File: src/hbcc_pkg.sv
// Shared constants and carrier types for the H-bridge current chopper
package hbcc_pkg;

    // ****************************************************************
    // Timing
    // ****************************************************************
    localparam int unsigned HBCC_CLK_KHZ = 40000;
    localparam int unsigned HBCC_PWM_KHZ = 50;
    localparam int unsigned HBCC_PWM_PERIOD_CYC = HBCC_CLK_KHZ / HBCC_PWM_KHZ;
    localparam int unsigned HBCC_BLANK_NS = 3750;
    localparam int unsigned HBCC_BLANK_CYC =
        (HBCC_BLANK_NS * HBCC_CLK_KHZ + 999999) / 1000000;
    localparam int unsigned HBCC_MIXED_PCT = 75;
    localparam int unsigned HBCC_MIXED_CYC =
        HBCC_PWM_PERIOD_CYC * HBCC_MIXED_PCT / 100;
    localparam int unsigned HBCC_WAKE_US = 1000;
    localparam int unsigned HBCC_WAKE_CYC =
        HBCC_WAKE_US * (HBCC_CLK_KHZ / 1000);
    localparam int unsigned HBCC_OC_QUAL_CYC = 120;
    localparam int unsigned HBCC_SENSE_GAIN = 5;

    // ****************************************************************
    // Decay select levels and register map
    // ****************************************************************
    localparam logic [1:0] HBCC_DECAY_LOW = 2'h0;
    localparam logic [1:0] HBCC_DECAY_HIGH = 2'h3;
    localparam logic [7:0] HBCC_ADDR_CONFIG = 8'h00;
    localparam logic [7:0] HBCC_ADDR_STATUS = 8'h04;
    localparam logic [7:0] HBCC_ADDR_TRIPS = 8'h08;
    localparam int unsigned HBCC_CFG_REG_EN_BIT = 0;
    localparam logic HBCC_CFG_REG_EN_RST = 1'b1;

    typedef enum logic [1:0] {
        HBCC_MODE_SLOW,
        HBCC_MODE_FAST,
        HBCC_MODE_MIXED
    } hbcc_mode_t;

    typedef enum logic [2:0] {
        HBCC_ST_OFF,
        HBCC_ST_DRIVE,
        HBCC_ST_FAST,
        HBCC_ST_COAST,
        HBCC_ST_SLOW
    } hbcc_state_t;

    // Gate enables of one half-bridge
    typedef struct packed {
        logic hs;
        logic ls;
    } hbcc_half_t;

    typedef struct packed {
        hbcc_state_t st;
        hbcc_half_t out_a;
        hbcc_half_t out_b;
        logic fault_oe;
        logic pump_en;
        logic aux_en;
        logic [15:0] wake_cnt;
        logic reg_en;
        logic [15:0] trip_cnt;
        logic pready;
        logic pslverr;
        logic [31:0] prdata;
    } hbcc_core_t;

endpackage : hbcc_pkg

File: src/hbcc_core.sv
// H-bridge drive, current chopping, decay sequencing and protection
//
// Operation
// - Each half-bridge output follows its own input, independently.
// - After trip, hold decay until the next chopping cycle starts.
// - Chopping cycle repeats at 50 kHz.
// - Trip when five times sensed level reaches scaled reference.
// - Five-bit scale code picks a fixed percentage, 0% up to 100%.
// - Trip ignored for 3.75 us after each drive start.
// - Clear input low resets logic, turns bridge off, ignores inputs.
// - Sleep low: bridge, pump, regulator and clocks off.
// - Qualified current limit latches bridge off and fault low.
// - Overcurrent acts on any transistor, apart from chopping.
// - Over-temperature turns bridge off, flags fault, self-recovers.
// - Supply low disables everything and resets logic until restored; over-temperature still drives the fault line low.
// - Fast decay reverses the bridge, then off near zero current.
// - Slow decay turns on both low sides for rest of cycle.
// - Decay select: low slow, high fast, open mixed.
// - Mixed decay: fast after trip, slow from 75% of cycle.
//
// The APB slave port and the address map were chosen for this implementation.
`timescale 1ns/1ps
module hbcc_core
    import hbcc_pkg::*;
#(
    parameter int unsigned WAKE_CYC = HBCC_WAKE_CYC,
    parameter int unsigned OC_QUAL_CYC = HBCC_OC_QUAL_CYC
)
(
    input wire logic pclk,
    input wire logic presetn,
    input wire logic psel,
    input wire logic penable,
    input wire logic pwrite,
    input wire logic [31:0] paddr,
    input wire logic [31:0] pwdata,
    output logic [31:0] prdata,
    output logic pready,
    output logic pslverr,
    input wire logic bridge_input_a,
    input wire logic bridge_input_b,
    input wire logic [4:0] scale_code,
    input wire logic [1:0] decay_select,
    input wire logic [9:0] sense_node,
    input wire logic [9:0] reference_level,
    input wire logic winding_zero_current,
    input wire logic [3:0] current_limit,
    input wire logic over_temperature,
    input wire logic supply_low_lockout,
    input wire logic chip_clear_n,
    input wire logic low_power_request_n,
    input wire logic fault_flag_n_i,
    output logic fault_flag_n_o,
    output logic fault_flag_n_oe,
    output hbcc_half_t half_bridge_out_a,
    output hbcc_half_t half_bridge_out_b,
    output logic charge_pump_enable,
    output logic aux_regulator_enable
);

    // ****************************************************************
    // Helpers
    // ****************************************************************
    function automatic logic [6:0] hbcc_scale_pct(input logic [4:0] code);
        logic [6:0] pct;
        pct = 7'h00;
        case (code)
            5'h00: pct = 7'h00;
            5'h01: pct = 7'h05;
            5'h02: pct = 7'h0A;
            5'h03: pct = 7'h0F;
            5'h04: pct = 7'h14;
            5'h05: pct = 7'h18;
            5'h06: pct = 7'h1D;
            5'h07: pct = 7'h22;
            5'h08: pct = 7'h26;
            5'h09: pct = 7'h2B;
            5'h0A: pct = 7'h2F;
            5'h0B: pct = 7'h33;
            5'h0C: pct = 7'h38;
            5'h0D: pct = 7'h3C;
            5'h0E: pct = 7'h3F;
            5'h0F: pct = 7'h43;
            5'h10: pct = 7'h47;
            5'h11: pct = 7'h4A;
            5'h12: pct = 7'h4D;
            5'h13: pct = 7'h50;
            5'h14: pct = 7'h53;
            5'h15: pct = 7'h56;
            5'h16: pct = 7'h58;
            5'h17: pct = 7'h5A;
            5'h18: pct = 7'h5C;
            5'h19: pct = 7'h5E;
            5'h1A: pct = 7'h60;
            5'h1B: pct = 7'h61;
            5'h1C: pct = 7'h62;
            5'h1D: pct = 7'h63;
            default: pct = 7'h64;
        endcase
        return pct;
    endfunction : hbcc_scale_pct

    function automatic hbcc_mode_t hbcc_decode_decay(input logic [1:0] lvl);
        hbcc_mode_t m;
        m = HBCC_MODE_MIXED;
        if (lvl == HBCC_DECAY_LOW) begin
            m = HBCC_MODE_SLOW;
        end else if (lvl == HBCC_DECAY_HIGH) begin
            m = HBCC_MODE_FAST;
        end
        return m;
    endfunction : hbcc_decode_decay

    // ****************************************************************
    // Submodules and combinational terms
    // ****************************************************************
    hbcc_core_t s;
    hbcc_core_t next_s;
    logic [9:0] phase_cnt;
    logic cycle_start;
    logic oc_latched;
    logic active_ok;
    logic run_ok;
    logic opposite;
    logic chop_run;
    logic trip;
    logic [18:0] sense_scaled;
    logic [16:0] ref_scaled;
    hbcc_mode_t mode;
    logic apb_done;
    logic pump_en_q;

    // Clear and supply loss both wipe internal state
    assign active_ok = chip_clear_n && low_power_request_n
        && !supply_low_lockout;
    assign run_ok = active_ok && s.wake_cnt >= 16'(WAKE_CYC)
        && !oc_latched && !over_temperature;
    assign opposite = bridge_input_a ^ bridge_input_b;
    assign chop_run = run_ok && opposite && s.reg_en;
    // Percent on both sides keeps the compare integer-exact
    assign sense_scaled = 19'(sense_node) * 19'(HBCC_SENSE_GAIN * 100);
    assign ref_scaled = 17'(reference_level) * 17'(hbcc_scale_pct(scale_code));
    assign trip = sense_scaled >= 19'(ref_scaled);
    assign mode = hbcc_decode_decay(decay_select);
    assign apb_done = psel && penable && s.pready;

    hbcc_chop_timer u_timer (
        .pclk(pclk),
        .presetn(presetn),
        .run(chop_run),
        .phase_cnt(phase_cnt),
        .cycle_start(cycle_start)
    );

    hbcc_oc_qualify #(
        .QUAL_CYC(OC_QUAL_CYC)
    ) u_ocq (
        .pclk(pclk),
        .presetn(presetn),
        .clear(!chip_clear_n || supply_low_lockout),
        .current_limit(current_limit),
        .oc_latched(oc_latched)
    );

    // ****************************************************************
    // Next state
    // ****************************************************************
    always_comb begin
        next_s = s;
        // Sleep or supply low clears the wake timer; it counts again once both are released
        if (!low_power_request_n || supply_low_lockout) begin
            next_s.wake_cnt = 16'h0000;
        end else if (s.wake_cnt < 16'(WAKE_CYC)) begin
            next_s.wake_cnt = s.wake_cnt + 16'h0001;
        end
        if (!run_ok) begin
            next_s.st = HBCC_ST_OFF;
        end else if (!opposite || !s.reg_en) begin
            next_s.st = HBCC_ST_DRIVE;
        end else begin
            case (s.st)
                HBCC_ST_OFF: begin
                    next_s.st = HBCC_ST_DRIVE;
                end
                HBCC_ST_DRIVE: begin
                    // Blanking also fixes the least on-time per cycle
                    if (!cycle_start && trip
                        && phase_cnt >= 10'(HBCC_BLANK_CYC)) begin
                        next_s.trip_cnt = s.trip_cnt + 16'h0001;
                        next_s.st = (mode == HBCC_MODE_SLOW) ?
                            HBCC_ST_SLOW : HBCC_ST_FAST;
                    end
                end
                HBCC_ST_FAST, HBCC_ST_COAST: begin
                    if (cycle_start) begin
                        next_s.st = HBCC_ST_DRIVE;
                    end else if (mode == HBCC_MODE_MIXED
                        && phase_cnt >= 10'(HBCC_MIXED_CYC)) begin
                        next_s.st = HBCC_ST_SLOW;
                    end else if (winding_zero_current) begin
                        next_s.st = HBCC_ST_COAST;
                    end
                end
                HBCC_ST_SLOW: begin
                    if (cycle_start) begin
                        next_s.st = HBCC_ST_DRIVE;
                    end
                end
                default: begin
                    next_s.st = HBCC_ST_OFF;
                end
            endcase
        end
        if (!chip_clear_n || supply_low_lockout) begin
            next_s.trip_cnt = 16'h0000;
        end
        // Gate pattern follows the state being entered
        case (next_s.st)
            HBCC_ST_DRIVE: begin
                next_s.out_a = '{hs: bridge_input_a,
                    ls: !bridge_input_a};
                next_s.out_b = '{hs: bridge_input_b,
                    ls: !bridge_input_b};
            end
            HBCC_ST_FAST: begin
                next_s.out_a = '{hs: bridge_input_b,
                    ls: bridge_input_a};
                next_s.out_b = '{hs: bridge_input_a,
                    ls: bridge_input_b};
            end
            HBCC_ST_SLOW: begin
                next_s.out_a = '{hs: 1'b0, ls: 1'b1};
                next_s.out_b = '{hs: 1'b0, ls: 1'b1};
            end
            default: begin
                next_s.out_a = '0;
                next_s.out_b = '0;
            end
        endcase
        next_s.fault_oe = (oc_latched && chip_clear_n && !supply_low_lockout)
            || over_temperature;
        next_s.pump_en = low_power_request_n && !supply_low_lockout;
        next_s.aux_en = low_power_request_n && !supply_low_lockout;
        // APB: one wait state, answer registered
        next_s.pready = psel && penable && !s.pready;
        if (psel && penable && !s.pready) begin
            next_s.prdata = 32'h0000_0000;
            next_s.pslverr = 1'b0;
            case (paddr[7:0])
                HBCC_ADDR_CONFIG: begin
                    next_s.prdata[HBCC_CFG_REG_EN_BIT] = s.reg_en;
                end
                HBCC_ADDR_STATUS: begin
                    next_s.prdata[7:0] = {fault_flag_n_i, mode, s.st,
                        !low_power_request_n, over_temperature};
                    next_s.prdata[8] = oc_latched;
                    next_s.prdata[9] = supply_low_lockout;
                end
                HBCC_ADDR_TRIPS: begin
                    next_s.prdata[15:0] = s.trip_cnt;
                end
                default: begin
                    next_s.pslverr = 1'b1;
                end
            endcase
        end
        if (apb_done && pwrite && paddr[7:0] == HBCC_ADDR_CONFIG) begin
            next_s.reg_en = pwdata[HBCC_CFG_REG_EN_BIT];
        end
    end

    always_ff @(posedge pclk or negedge presetn) begin
        if (!presetn) begin
            s <= '0;
            s.reg_en <= HBCC_CFG_REG_EN_RST;
        end else begin
            s <= next_s;
        end
    end

    assign prdata = s.prdata;
    assign pready = s.pready;
    assign pslverr = s.pslverr;
    assign half_bridge_out_a = s.out_a;
    assign half_bridge_out_b = s.out_b;
    assign fault_flag_n_o = 1'b0;
    assign fault_flag_n_oe = s.fault_oe;
    assign charge_pump_enable = s.pump_en;
    assign aux_regulator_enable = s.aux_en;

    assign pump_en_q = s.pump_en;
endmodule : hbcc_core

File: src/hbcc_chop_timer.sv
// Fixed-period chopping cycle timer
`timescale 1ns/1ps
module hbcc_chop_timer
    import hbcc_pkg::*;
(
    input wire logic pclk,
    input wire logic presetn,
    input wire logic run,
    output logic [9:0] phase_cnt,
    output logic cycle_start
);

    typedef struct packed {
        logic [9:0] cnt;
        logic start;
    } hbcc_tmr_t;

    hbcc_tmr_t s;
    hbcc_tmr_t next_s;

    always_comb begin
        next_s = s;
        next_s.start = 1'b0;
        if (!run) begin
            // Clock effectively halted; next run opens a fresh cycle
            next_s.cnt = 10'h000;
        end else if (s.cnt == 10'(HBCC_PWM_PERIOD_CYC - 1)) begin
            next_s.cnt = 10'h000;
            next_s.start = 1'b1;
        end else begin
            next_s.cnt = s.cnt + 10'h001;
        end
    end

    always_ff @(posedge pclk or negedge presetn) begin
        if (!presetn) begin
            s <= '0;
        end else begin
            s <= next_s;
        end
    end

    assign phase_cnt = s.cnt;
    assign cycle_start = s.start;
endmodule : hbcc_chop_timer

File: src/hbcc_oc_qualify.sv
// Overcurrent qualification counter and shutdown latch
`timescale 1ns/1ps
module hbcc_oc_qualify
    import hbcc_pkg::*;
#(
    parameter int unsigned QUAL_CYC = HBCC_OC_QUAL_CYC
)
(
    input wire logic pclk,
    input wire logic presetn,
    input wire logic clear,
    input wire logic [3:0] current_limit,
    output logic oc_latched
);

    typedef struct packed {
        logic [15:0] cnt;
        logic latched;
    } hbcc_ocq_t;

    hbcc_ocq_t s;
    hbcc_ocq_t next_s;
    logic limit_any;

    // Any of the four transistors, high or low side alike
    assign limit_any = |current_limit;

    always_comb begin
        next_s = s;
        if (clear) begin
            // Reset or supply loss is the only way out of the latch
            next_s = '0;
        end else if (!limit_any) begin
            next_s.cnt = 16'h0000;
        end else if (s.cnt >= 16'(QUAL_CYC - 1)) begin
            next_s.latched = 1'b1;
        end else begin
            next_s.cnt = s.cnt + 16'h0001;
        end
    end

    always_ff @(posedge pclk or negedge presetn) begin
        if (!presetn) begin
            s <= '0;
        end else begin
            s <= next_s;
        end
    end

    assign oc_latched = s.latched;
endmodule : hbcc_oc_qualify

File: config.mk
export PLATFORM = sky130hd
export DESIGN_NAME = hbcc_core
export DESIGN_NICKNAME = d
export VERILOG_FILES = /design/src/hbcc_pkg.sv /design/src/hbcc_core.sv /design/src/hbcc_chop_timer.sv /design/src/hbcc_oc_qualify.sv
export SDC_FILE = /design/constraint.sdc
export NUM_CORES = 1
export LEC_CHECK = 0
export BUFFER_PORTS_ARGS = -buffer_cell sky130_fd_sc_hd__buf_2
export CORE_MARGIN = 8
export CORE_UTILIZATION = 54
export CTS_BUF_LIST = sky130_fd_sc_hd__clkbuf_2
export CTS_CLUSTER_DIAMETER = 100
export DETAILED_ROUTE_END_ITERATION = 10
export PLACE_DENSITY = 0.8
export SLEW_MARGIN = 10
export SYNTH_ARGS = -nofsm -noshare
export SYNTH_HDL_FRONTEND = slang
export SYNTH_HIERARCHICAL = 1
export SYNTH_SLANG_ARGS = --single-unit
File: constraint.sdc
create_clock -name pclk -period 2.7 [get_ports pclk]
set_input_delay 0.27 -clock pclk [delete_from_list [all_inputs] [get_ports pclk]]
set_output_delay 0.27 -clock pclk [all_outputs]
set_load 0.02 [all_outputs]
After elaboration in Yosys (flattened, before gate mapping)
Memory sizes are Yosys's and may differ from the RTL's.
Index checks and enable logic that the tools add are counted.
Widths: inputs -> output; s select.
- register bits after elaboration: 88
- output and inout port bits: 42
- logic and storage cells: 125
- bits in read-only memories: 224
- memories kept: 1
- eq/ne operators: 14
- mux-type cells: 32
- multipliers: 2
- add/sub/neg operators: 4
- reductions and logical operators: 48
- bitwise logic cells: 1
- magnitude comparators: 6
- memory list (name ; words ; bits a word ; read ports ; clocked after Yosys merged registers in ; write ports ; RTL line ; text):
    (name not given) ; 32 ; 7 ; 1 ; 0 ; 0 ; hbcc_core.sv:67 ; case (code)
- operators with widths (cell ; number):
    $mux 16 ; 9
    $add 16x1->16 const B ; 3
    $mux 3 ; 8
    $mux 10 ; 2
    $ge 19x17->1 ; 1
    $logic_and 1x1->1 ; 18
    $pmux 9 s2 ; 1
    $mul 10x7->17 ; 1
    $mul 10x7->17 const B ; 1
    $mux 17 ; 1
    $ge 16x16->1 const B ; 1
    $ge 16x7->1 const B ; 1
    $lt 16x16->1 const B ; 1
    $pmux 3 s4 ; 1
    $pmux 4 s3 ; 1
    $reduce_bool 2->1 ; 6
    $logic_not 1->1 ; 11
    $add 10x1->10 const B ; 1
    $eq 10x10->1 const B ; 1
    $ge 10x10->1 const B ; 1
    $ge 10x8->1 const B ; 1
    $eq 3x2->1 const B ; 3
    $eq 8x3->1 const B ; 1
    $eq 8x4->1 const B ; 1
    19 further kinds ; 31

Depth between registers and ports, before layout
Gate-level depths: netlist of run 1.
- depth in word-level cells: 12
- gate-level depth with buffers: 32
- gate-level depth less buffers: 31

By module
The synthesis of run 1 kept the hierarchy.
- modules (own cells, without submodules) (module ; cells each ; area an instance (um2) ; seq. area each (um2) ; instances):
    hbcc_core ; 857 ; 7805.0 ; 1502.7 ; 1
    hbcc_oc_qualify ; 72 ; 758.2 ; 425.4 ; 1
    hbcc_chop_timer ; 50 ; 523.0 ; 275.3 ; 1

Worst setup path before layout of run 1
Ideal clock, no wire load.
- kind: input-to-reg
- from: in scale_code[2]
- to: reg s (netlist bit half_bridge_out_a[0])
- data arrival time: 7.262 ns
- setup time: 0.124 ns
- path slack: -4.686 ns
- buffers on the path: 3
- data required time: 2.576 ns
- stages on the path: 30
- path through: buf_2 buf_1 nand3b_1 a31oi_1 nand2b_1 fa_1 fa_1 inv_1 fa_1 inv_1 fa_1 inv_1 ha_1 a21boi_0 o21ai_0 a211oi_1 o31ai_1 o21bai_1 a21oi_1 xnor2_1 ha_1 a221oi_1 o311ai_0 a2111oi_0 and4b_4 a311o_1 buf_6 o22ai_1 and2_1 a211o_1
- RTL lines (item ; RTL line ; text):
    start, declared ; hbcc_core.sv:42 ; input wire logic [4:0] scale_code,
    end signal, assigned ; hbcc_core.sv:277 ; s <= next_s;
    end, declared ; hbcc_core.sv:117 ; hbcc_core_t s;

Final worst setup path of run 1
- from: in scale_code[1]
- to: reg s[49] (netlist name)
- longest elaborated chain between the ends: 7
- ends and longest elaborated chain (item ; RTL line ; text):
    $mem_v2 32x7 ; - ;
    $mul 10x7->17 ; hbcc_core.sv:142 ; assign ref_scaled = 17'(reference_level) * 17'(hbcc_scale_pct(scale_code));
    $ge 19x17->1 ; hbcc_core.sv:143 ; assign trip = sense_scaled >= 19'(ref_scaled);
    $logic_and 1x1->1 ; hbcc_core.sv:187 ; if (!cycle_start && trip
    $logic_and 1x1->1 ; hbcc_core.sv:188 ; && phase_cnt >= 10'(HBCC_BLANK_CYC)) begin
    $reduce_bool 2->1 (no line) ; - ;
    $reduce_and 4->1 (no line) ; - ;
Every way passes these cells.
A chain may end at the register's enable or synchronous reset.

==> results of run 1 <==
==> registers in the layout (all words and copies together), names as in the netlist <==
| register | count |
|---|---|
| aux_regulator_enable | 1 |
| fault_flag_n_oe | 1 |
| half_bridge_out_a | 2 |
| half_bridge_out_b | 2 |
| prdata | 16 |
| pready | 1 |
| pslverr | 1 |
| s | 36 |
| u_ocq/oc_latched | 1 |
| u_ocq/s | 16 |
| u_timer/cycle_start | 1 |
| u_timer/phase_cnt | 10 |
==> worst paths after layout <==
path,cells past startpoint,to
max in group asynchronous,3,s[50]
min in group asynchronous,2,u_ocq/s[2]
worst min register to register,2,prdata[11]
worst min-delay path,3,pslverr
worst max-delay path,29,s[49]
worst max register to register,8,s[48]
==> through the flow <==
stage / TNS (ns) / instance area [µm²] / hold WS, ns / util (%)
3_3_place_gp: -108.06 / 10600 / 0.267 / 64.3
6_report: -92.93 / 11300 / 0.0229 / 68.7
4_1_cts: -90.44 / 11200 / 0.00270 / 67.9
3_5_place_dp: -111.50 / 10600 / 0.272 / 64.3
5_1_grt: -96.85 / 11300 / 0.0144 / 68.7
2_1_floorplan: -93.32 / 9240 / -0.0256 / -
==> cells in the mapped netlist (6+ instances only) <==
master    number  area (µm²)
nand2b_1      17         106
and2_1        28         175
nor4_1         7        43.8
buf_4         39         293
or4_1          6        45.0
nor3_1        18        90.1
xnor2_1       30         263
xor2_1        22         193
nand3_1       41         205
o21ai_0       34         170
or3_1          7        43.8
dfrtp_1       87        2180
inv_1         91         342
nor2_1        69         259
nor2b_1       46         288
fa_1          69        1380
clkbuf_1      13        48.8
a211oi_1       8        60.1
a21o_1         9        67.6
nand2_1       66         248
a22oi_1        9        67.6
a31oi_1        9        56.3
o31ai_1       12        90.1
ha_1         106        1330
a21oi_1       42         210
nand4_1        6        37.5
and3_1        12        75.1
==> worst reg2reg max path, stage by stage, from the launching register on <==
cell,delay [ns]
dfrtp_1,0.55
and3_1,0.24
and3_1,0.29
and3_1,0.28
and3_1,0.27
and3_1,0.19
nand3_1,0.10
or3_1,0.34
a21oi_1,0.14
==> cell families after synthesis <==
| kind of cell | count (synthesis) | share of synthesized area [%] |
|---|---|---|
| compound gates | 159 | 11.5 |
| xor+xnor | 52 | 5.01 |
| fa+ha+maj | 176 | 29.9 |
| buf+inv | 148 | 7.84 |
| flops | 88 | 24.2 |
| mux | 7 | 1.20 |
| other cells | 1 | 0.0413 |
| simple gates | 348 | 20.3 |
==> per-layer routing <==
layer / wire [µm] / global-route usage [%] / part of all wire (%) / vias up
met5: 0 / 0 / 0 / -
met4: 563 / 7.60 / 2.5 / 0
met3: 1170 / 3.36 / 5.3 / 53
met2: 11500 / 36.8 / 52 / 286
met1: 8890 / 24.7 / 40 / 3847
li1: - / - / - / 3735
==> power groups by stage <==
stage	Clock (µW)	Combinational, µW	Sequential [µW]
global route	889	7400	1340
global placement	0	5670	1350
floorplan	0	3890	1360
CTS	828	6330	1330
finish	814	6580	1330
detailed placement	0	5880	1360
==> timing repair <==
item,4_1_cts,5_1_grt
gates resized for setup,59,14
endpoints found under the hold margin,52,0
setup endpoints to repair,23,23
pin swaps,36,16
hold buffers,8,0
buffers inserted,18,4
==> layout make-up <==
class / count / area (µm²)
clock buffers: 10 / 50.0
clock inverters: 6 / 100
flip-flops and latches: 88 / 2200
fillers: 1190 / 5180
multi-input cells: 759 / 6600
well taps: 220 / 275
repair buffers: 249 / 1770
diodes: 1 / 2.50
inverters: 91 / 348
==> flow_metrics.tcl, run 1 <==
set metrics [dict create \
    finalSetupViolCount 23 \
    die_x_um 146 \
    grt_antenna_before_repair 1 \
    critPathMaxFanout 7 \
    nets 1481 \
    synth-seq-area-share_pct 24.2 \
    initial_utilization_pct 55.0 \
    cp_slowest_cell "mux4_2" \
    cp.arrival_ns 7.47 \
    fin_total_pwr_uw 8720 \
    cpPeakStageDelay_ns 0.55 \
    h-tree-depth 3 \
    p_leak_uw 0.00566 \
    numCtsBuffers 9 \
    die_height_um 146 \
    drc 0 \
    dp_cells 1377 \
    synth-edff-count 0 \
    viasPerCell 5.56 \
    synthFlopType "dfrtp_1" \
    cp-start-kind "input pin" \
    synthDistinctLibCells 71 \
    rr_startpoint "s[37]" \
    worst_path_most_repeated_cell "fa_1" \
    skew_ns 0.0474 \
    dp_hpwl_um 16400 \
    syn-instance-count 979 \
    synth_warnings 6 \
    outcome "complete, but fails checks" \
    tightest_slew_ns 0.544 \
    powerDensity_nw_per_um2 769 \
    max_freq_mhz 144 \
    io_buffer_count 77 \
    violations "setup timing" \
    ir_drop_mv 0.725 \
    stdcell_count 1424 \
    cp-end-kind "flop" \
    cp.required_ns 3.25 \
    first_iter_violations 378 \
    cts_tree "done" \
    syn_area_um2 9090 \
    layout_setup_ws_ns -4.22 \
    netSwitchingFraction_pct 42.8 \
    fp-row-count 47 \
    hold_path_class "in -> reg" \
    overflow 0 \
    final_common_cell "buf_4" \
    finalMaxSlewViolations 0 \
    ys_ff_latch 88 \
    rsz0062_at_grt "yes" \
    insertion_delay_ns 0.60 \
    p_int_uw 4990 \
    clock_power_share_pct 9.3 \
    areaGrowthSynthToFinish_pct 24.9 \
    startpoint "scale_code[1]" \
    period_share_pct 256 \
    crit_family "adder cells" \
    pwr-share-seq_pct 15.3 \
    crit_buf_inv 7 \
    hold_viol 0 \
    clock_sinks 88 \
    layout_min_cycle_time_ns 6.92 \
    routabilityCongestion 0.868 \
    mostFrequentLayoutCells "155 x buf_4, 96 x ha_1, 87 x dfrtp_1" \
    slew_headroom_pct 63.5 \
    reg2reg_slack_ns 0.24 \
    wl_per_cell_um 15.5 \
    vias 7921 \
    pwr-share-comb_pct 75.4 \
    hp-start "paddr[3]" \
    p_switching_uw 3730 \
    grt_pass1_vias 8170 \
    crit_type "in -> reg" \
    postSynth.asyncResetShare_pct 100 \
    place_worst_setup_slack_ns -4.96 \
    ioPinCount 150 \
    clk_path_buf_depth 2 \
    grt_pass1_wl_um 37400 \
    grt_max_degree 51 \
    path_clk_slew_ns 0.26 \
    drv_cap 0 \
    drt-pass1-iter-count 5 \
    drtAntennaViolNets 0 \
    core_area_um2 16500 \
    drive_gt1_share_pct 28.6 \
    syn_area_per_cell_um2 9.28 \
    root_buffer "clkbuf_2" \
    dieArea_um2 21200 \
    drt_wl_total_um 22100 \
    grt_usage_pct 20.7 \
]
Power figures use the tool's default switching activity.
==> run 2, diff against run 1 <==
- SYNTH_HIERARCHICAL: 1 -> not set
==> flow_metrics.tcl, run 2 <==
set metrics [dict create \
    outcome "complete, but fails checks" \
    violations "setup timing" \
    wl_per_cell_um 15.0 \
    path_clk_slew_ns 0.23 \
    regArea_um2 2200 \
    postSynth.asyncResetShare_pct 100 \
    syn-instance-count 952 \
    yosys-top-cells-count "107 x ha_1, 87 x dfrtp_1, 84 x nor2_1" \
    cp.required_ns 3.19 \
    diodes 0 \
    synth-edff-count 0 \
    hold_path_class "in -> reg" \
    yosysMostFrequentCell "ha_1" \
    tns_ns -87.43 \
    clk_path_buf_depth 2 \
    tightest_slew_ns 0.768 \
    stdcell_area_um2 11100 \
    finalMaxSlewViolations 0 \
    yosys-top-cells-area "dfrtp_1 24%, fa_1 16%, ha_1 15%" \
    layout_min_cycle_time_ns 6.60 \
    numCtsBuffers 9 \
    grt_antenna_before_repair 0 \
    mostFrequentLayoutCells "135 x buf_4, 97 x ha_1, 87 x dfrtp_1" \
    fp-row-count 47 \
    viasPerCell 5.42 \
    max_freq_mhz 151 \
    slew_headroom_pct 48.4 \
    core_area_um2 16300 \
    p_leak_uw 0.00539 \
    worst_path_most_repeated_cell "fa_1" \
    top_register "s" \
    synth_warnings 0 \
    overflow 0 \
    die_height_um 144 \
    die_x_um 144 \
    synth_top_area_share_pct 24.5 \
    cp-start-kind "input pin" \
    ir_drop_mv 0.793 \
    ys_ff_latch 88 \
    critPathMaxFanout 6 \
    multi_input_area_um2 6550 \
    crit_type "in -> reg" \
    clock_sinks 88 \
    cpPeakStageDelay_ns 0.51 \
    drt-pass1-iter-count 5 \
    powerDensity_nw_per_um2 791 \
    vias 7477 \
    drv_cap 0 \
    synth_area_leader_cell "dfrtp_1" \
    cp-end-kind "flop" \
    drt_wl_total_um 20700 \
    skew_ns 0.0400 \
    rsz0062_at_grt "yes" \
    place_area_um2 10400 \
    routabilityCongestion 0.920 \
    largest_register_ff_count 36 \
    insertion_delay_ns 0.55 \
    cts_tree "done" \
    syn_area_per_cell_um2 9.35 \
    drc 0 \
    root_buffer "clkbuf_2" \
    finalSetupViolCount 23 \
    reg2reg_slack_ns -0.03 \
    synth-seq-area-share_pct 24.8 \
    grt_pass1_wl_um 34800 \
    nets 1439 \
    fin_total_pwr_uw 8740 \
    drtAntennaViolNets 0 \
    cp.arrival_ns 7.09 \
    dp_cells 1338 \
    layout_setup_ws_ns -3.90 \
    areaGrowthSynthToFinish_pct 24.2 \
    h-tree-depth 3 \
    syn_area_um2 8900 \
    synthDistinctLibCells 63 \
    final_common_cell "buf_4" \
    hold_viol 0 \
    initial_utilization_pct 54.4 \
    synthFlopType "dfrtp_1" \
    io_buffer_count 77 \
    grt_pass1_vias 7772 \
    stdcell_count 1380 \
    ioPinCount 150 \
    period_share_pct 245 \
    first_iter_violations 329 \
    dp_hpwl_um 15900 \
    cp_slowest_cell "fa_1" \
    nFillCells 1269 \
    dieArea_um2 20800 \
    grt_usage_pct 20.3 \
    drive_gt1_share_pct 27.6 \
    grt_max_degree 48 \
]
run 2: cell types whose count changed after synthesis, moves of 8 or more:
cell,delta
nor2b_1,-16
nand3_1,-9
xor2_1,+9
and3_1,-8
inv_1,-12
o31ai_1,-9
nor2_1,+15
run 2: path summary, 6_finish.rpt:
| path | from | endpoint | cells after the start |
|---|---|---|---|
| min | supply_low_lockout | prdata[9] | 3 |
| max | scale_code[0] | s[38] | 36 |
| min in group asynchronous | presetn | prdata[0] | 2 |
| max reg2reg | u_timer.phase_cnt[0] | s[38] | 11 |
| max in group asynchronous | presetn | u_timer.phase_cnt[4] | 3 |
| min reg2reg | prdata[1] | prdata[1] | 2 |
run 2: through the flow:
step	utilization, %	hold WS (ns)	worst slack [ns]
after CTS	67.0	0.00540	-3.77
after global routing	67.6	0.0210	-4.14
after global placement	63.5	0.305	-4.49
after detailed placement	63.5	0.309	-4.74
final	67.6	0.0623	-3.90
after floorplan	-	-0.0256	-4.06
run 2: worst max-delay path, delay by kind of cell:
kind,cells,cell delay (ns)
simple gates,9,1.37
xor+xnor,1,0.13
fa+ha+maj,7,2.74
buf+inv,6,0.53
compound gates,13,2.05
run 2: timing repair:
action | CTS | global route
hold buffers | 6 | 0
endpoints found under the setup margin | 23 | 23
gates resized for setup | 59 | 22
cloned | 3 | 0
buffers inserted | 15 | 2
pin swaps | 56 | 12
hold endpoints to repair | 51 | 0
run 2: logic make-up (layout without fill, tap and decap cells):
kind of cell	after synthesis	after routing	synth area share, %
flops	88	88	24.8
xor+xnor	63	63	6.20
other cells	1	17	0.0421
compound gates	147	148	10.8
fa+ha+maj	177	177	30.7
mux	8	8	1.21
buf+inv	135	325	7.42
simple gates	333	334	18.9
run 2: area by class of cell:
class / instances / share of cell area [%]
multi-input combinational: 747 / 59.2
sequential: 88 / 19.9
timing repair buffer: 229 / 14.6
inverter: 80 / 2.78
tap: 220 / 2.49
clock inverter: 7 / 0.566
clock buffer: 9 / 0.408
run 2: power breakdown:
| group | leakage [µW] | switching, µW | internal [µW] |
|---|---|---|---|
| Clock | 0.0000628 | 430 | 203 |
| Sequential | 0.00122 | 5.85 | 1330 |
| Combinational | 0.00411 | 3370 | 3400 |
| Total | 0.00539 | 3810 | 4930 |
run 2: layer usage:
metal / up-vias / share of wire (%) / GRT usage [%]
li1: 3576 / - / -
met1: 3650 / 40 / 23.9
met2: 213 / 52 / 38.0
met3: 38 / 5.5 / 2.64
met4: 0 / 1.8 / 5.04
met5: - / 0 / 0
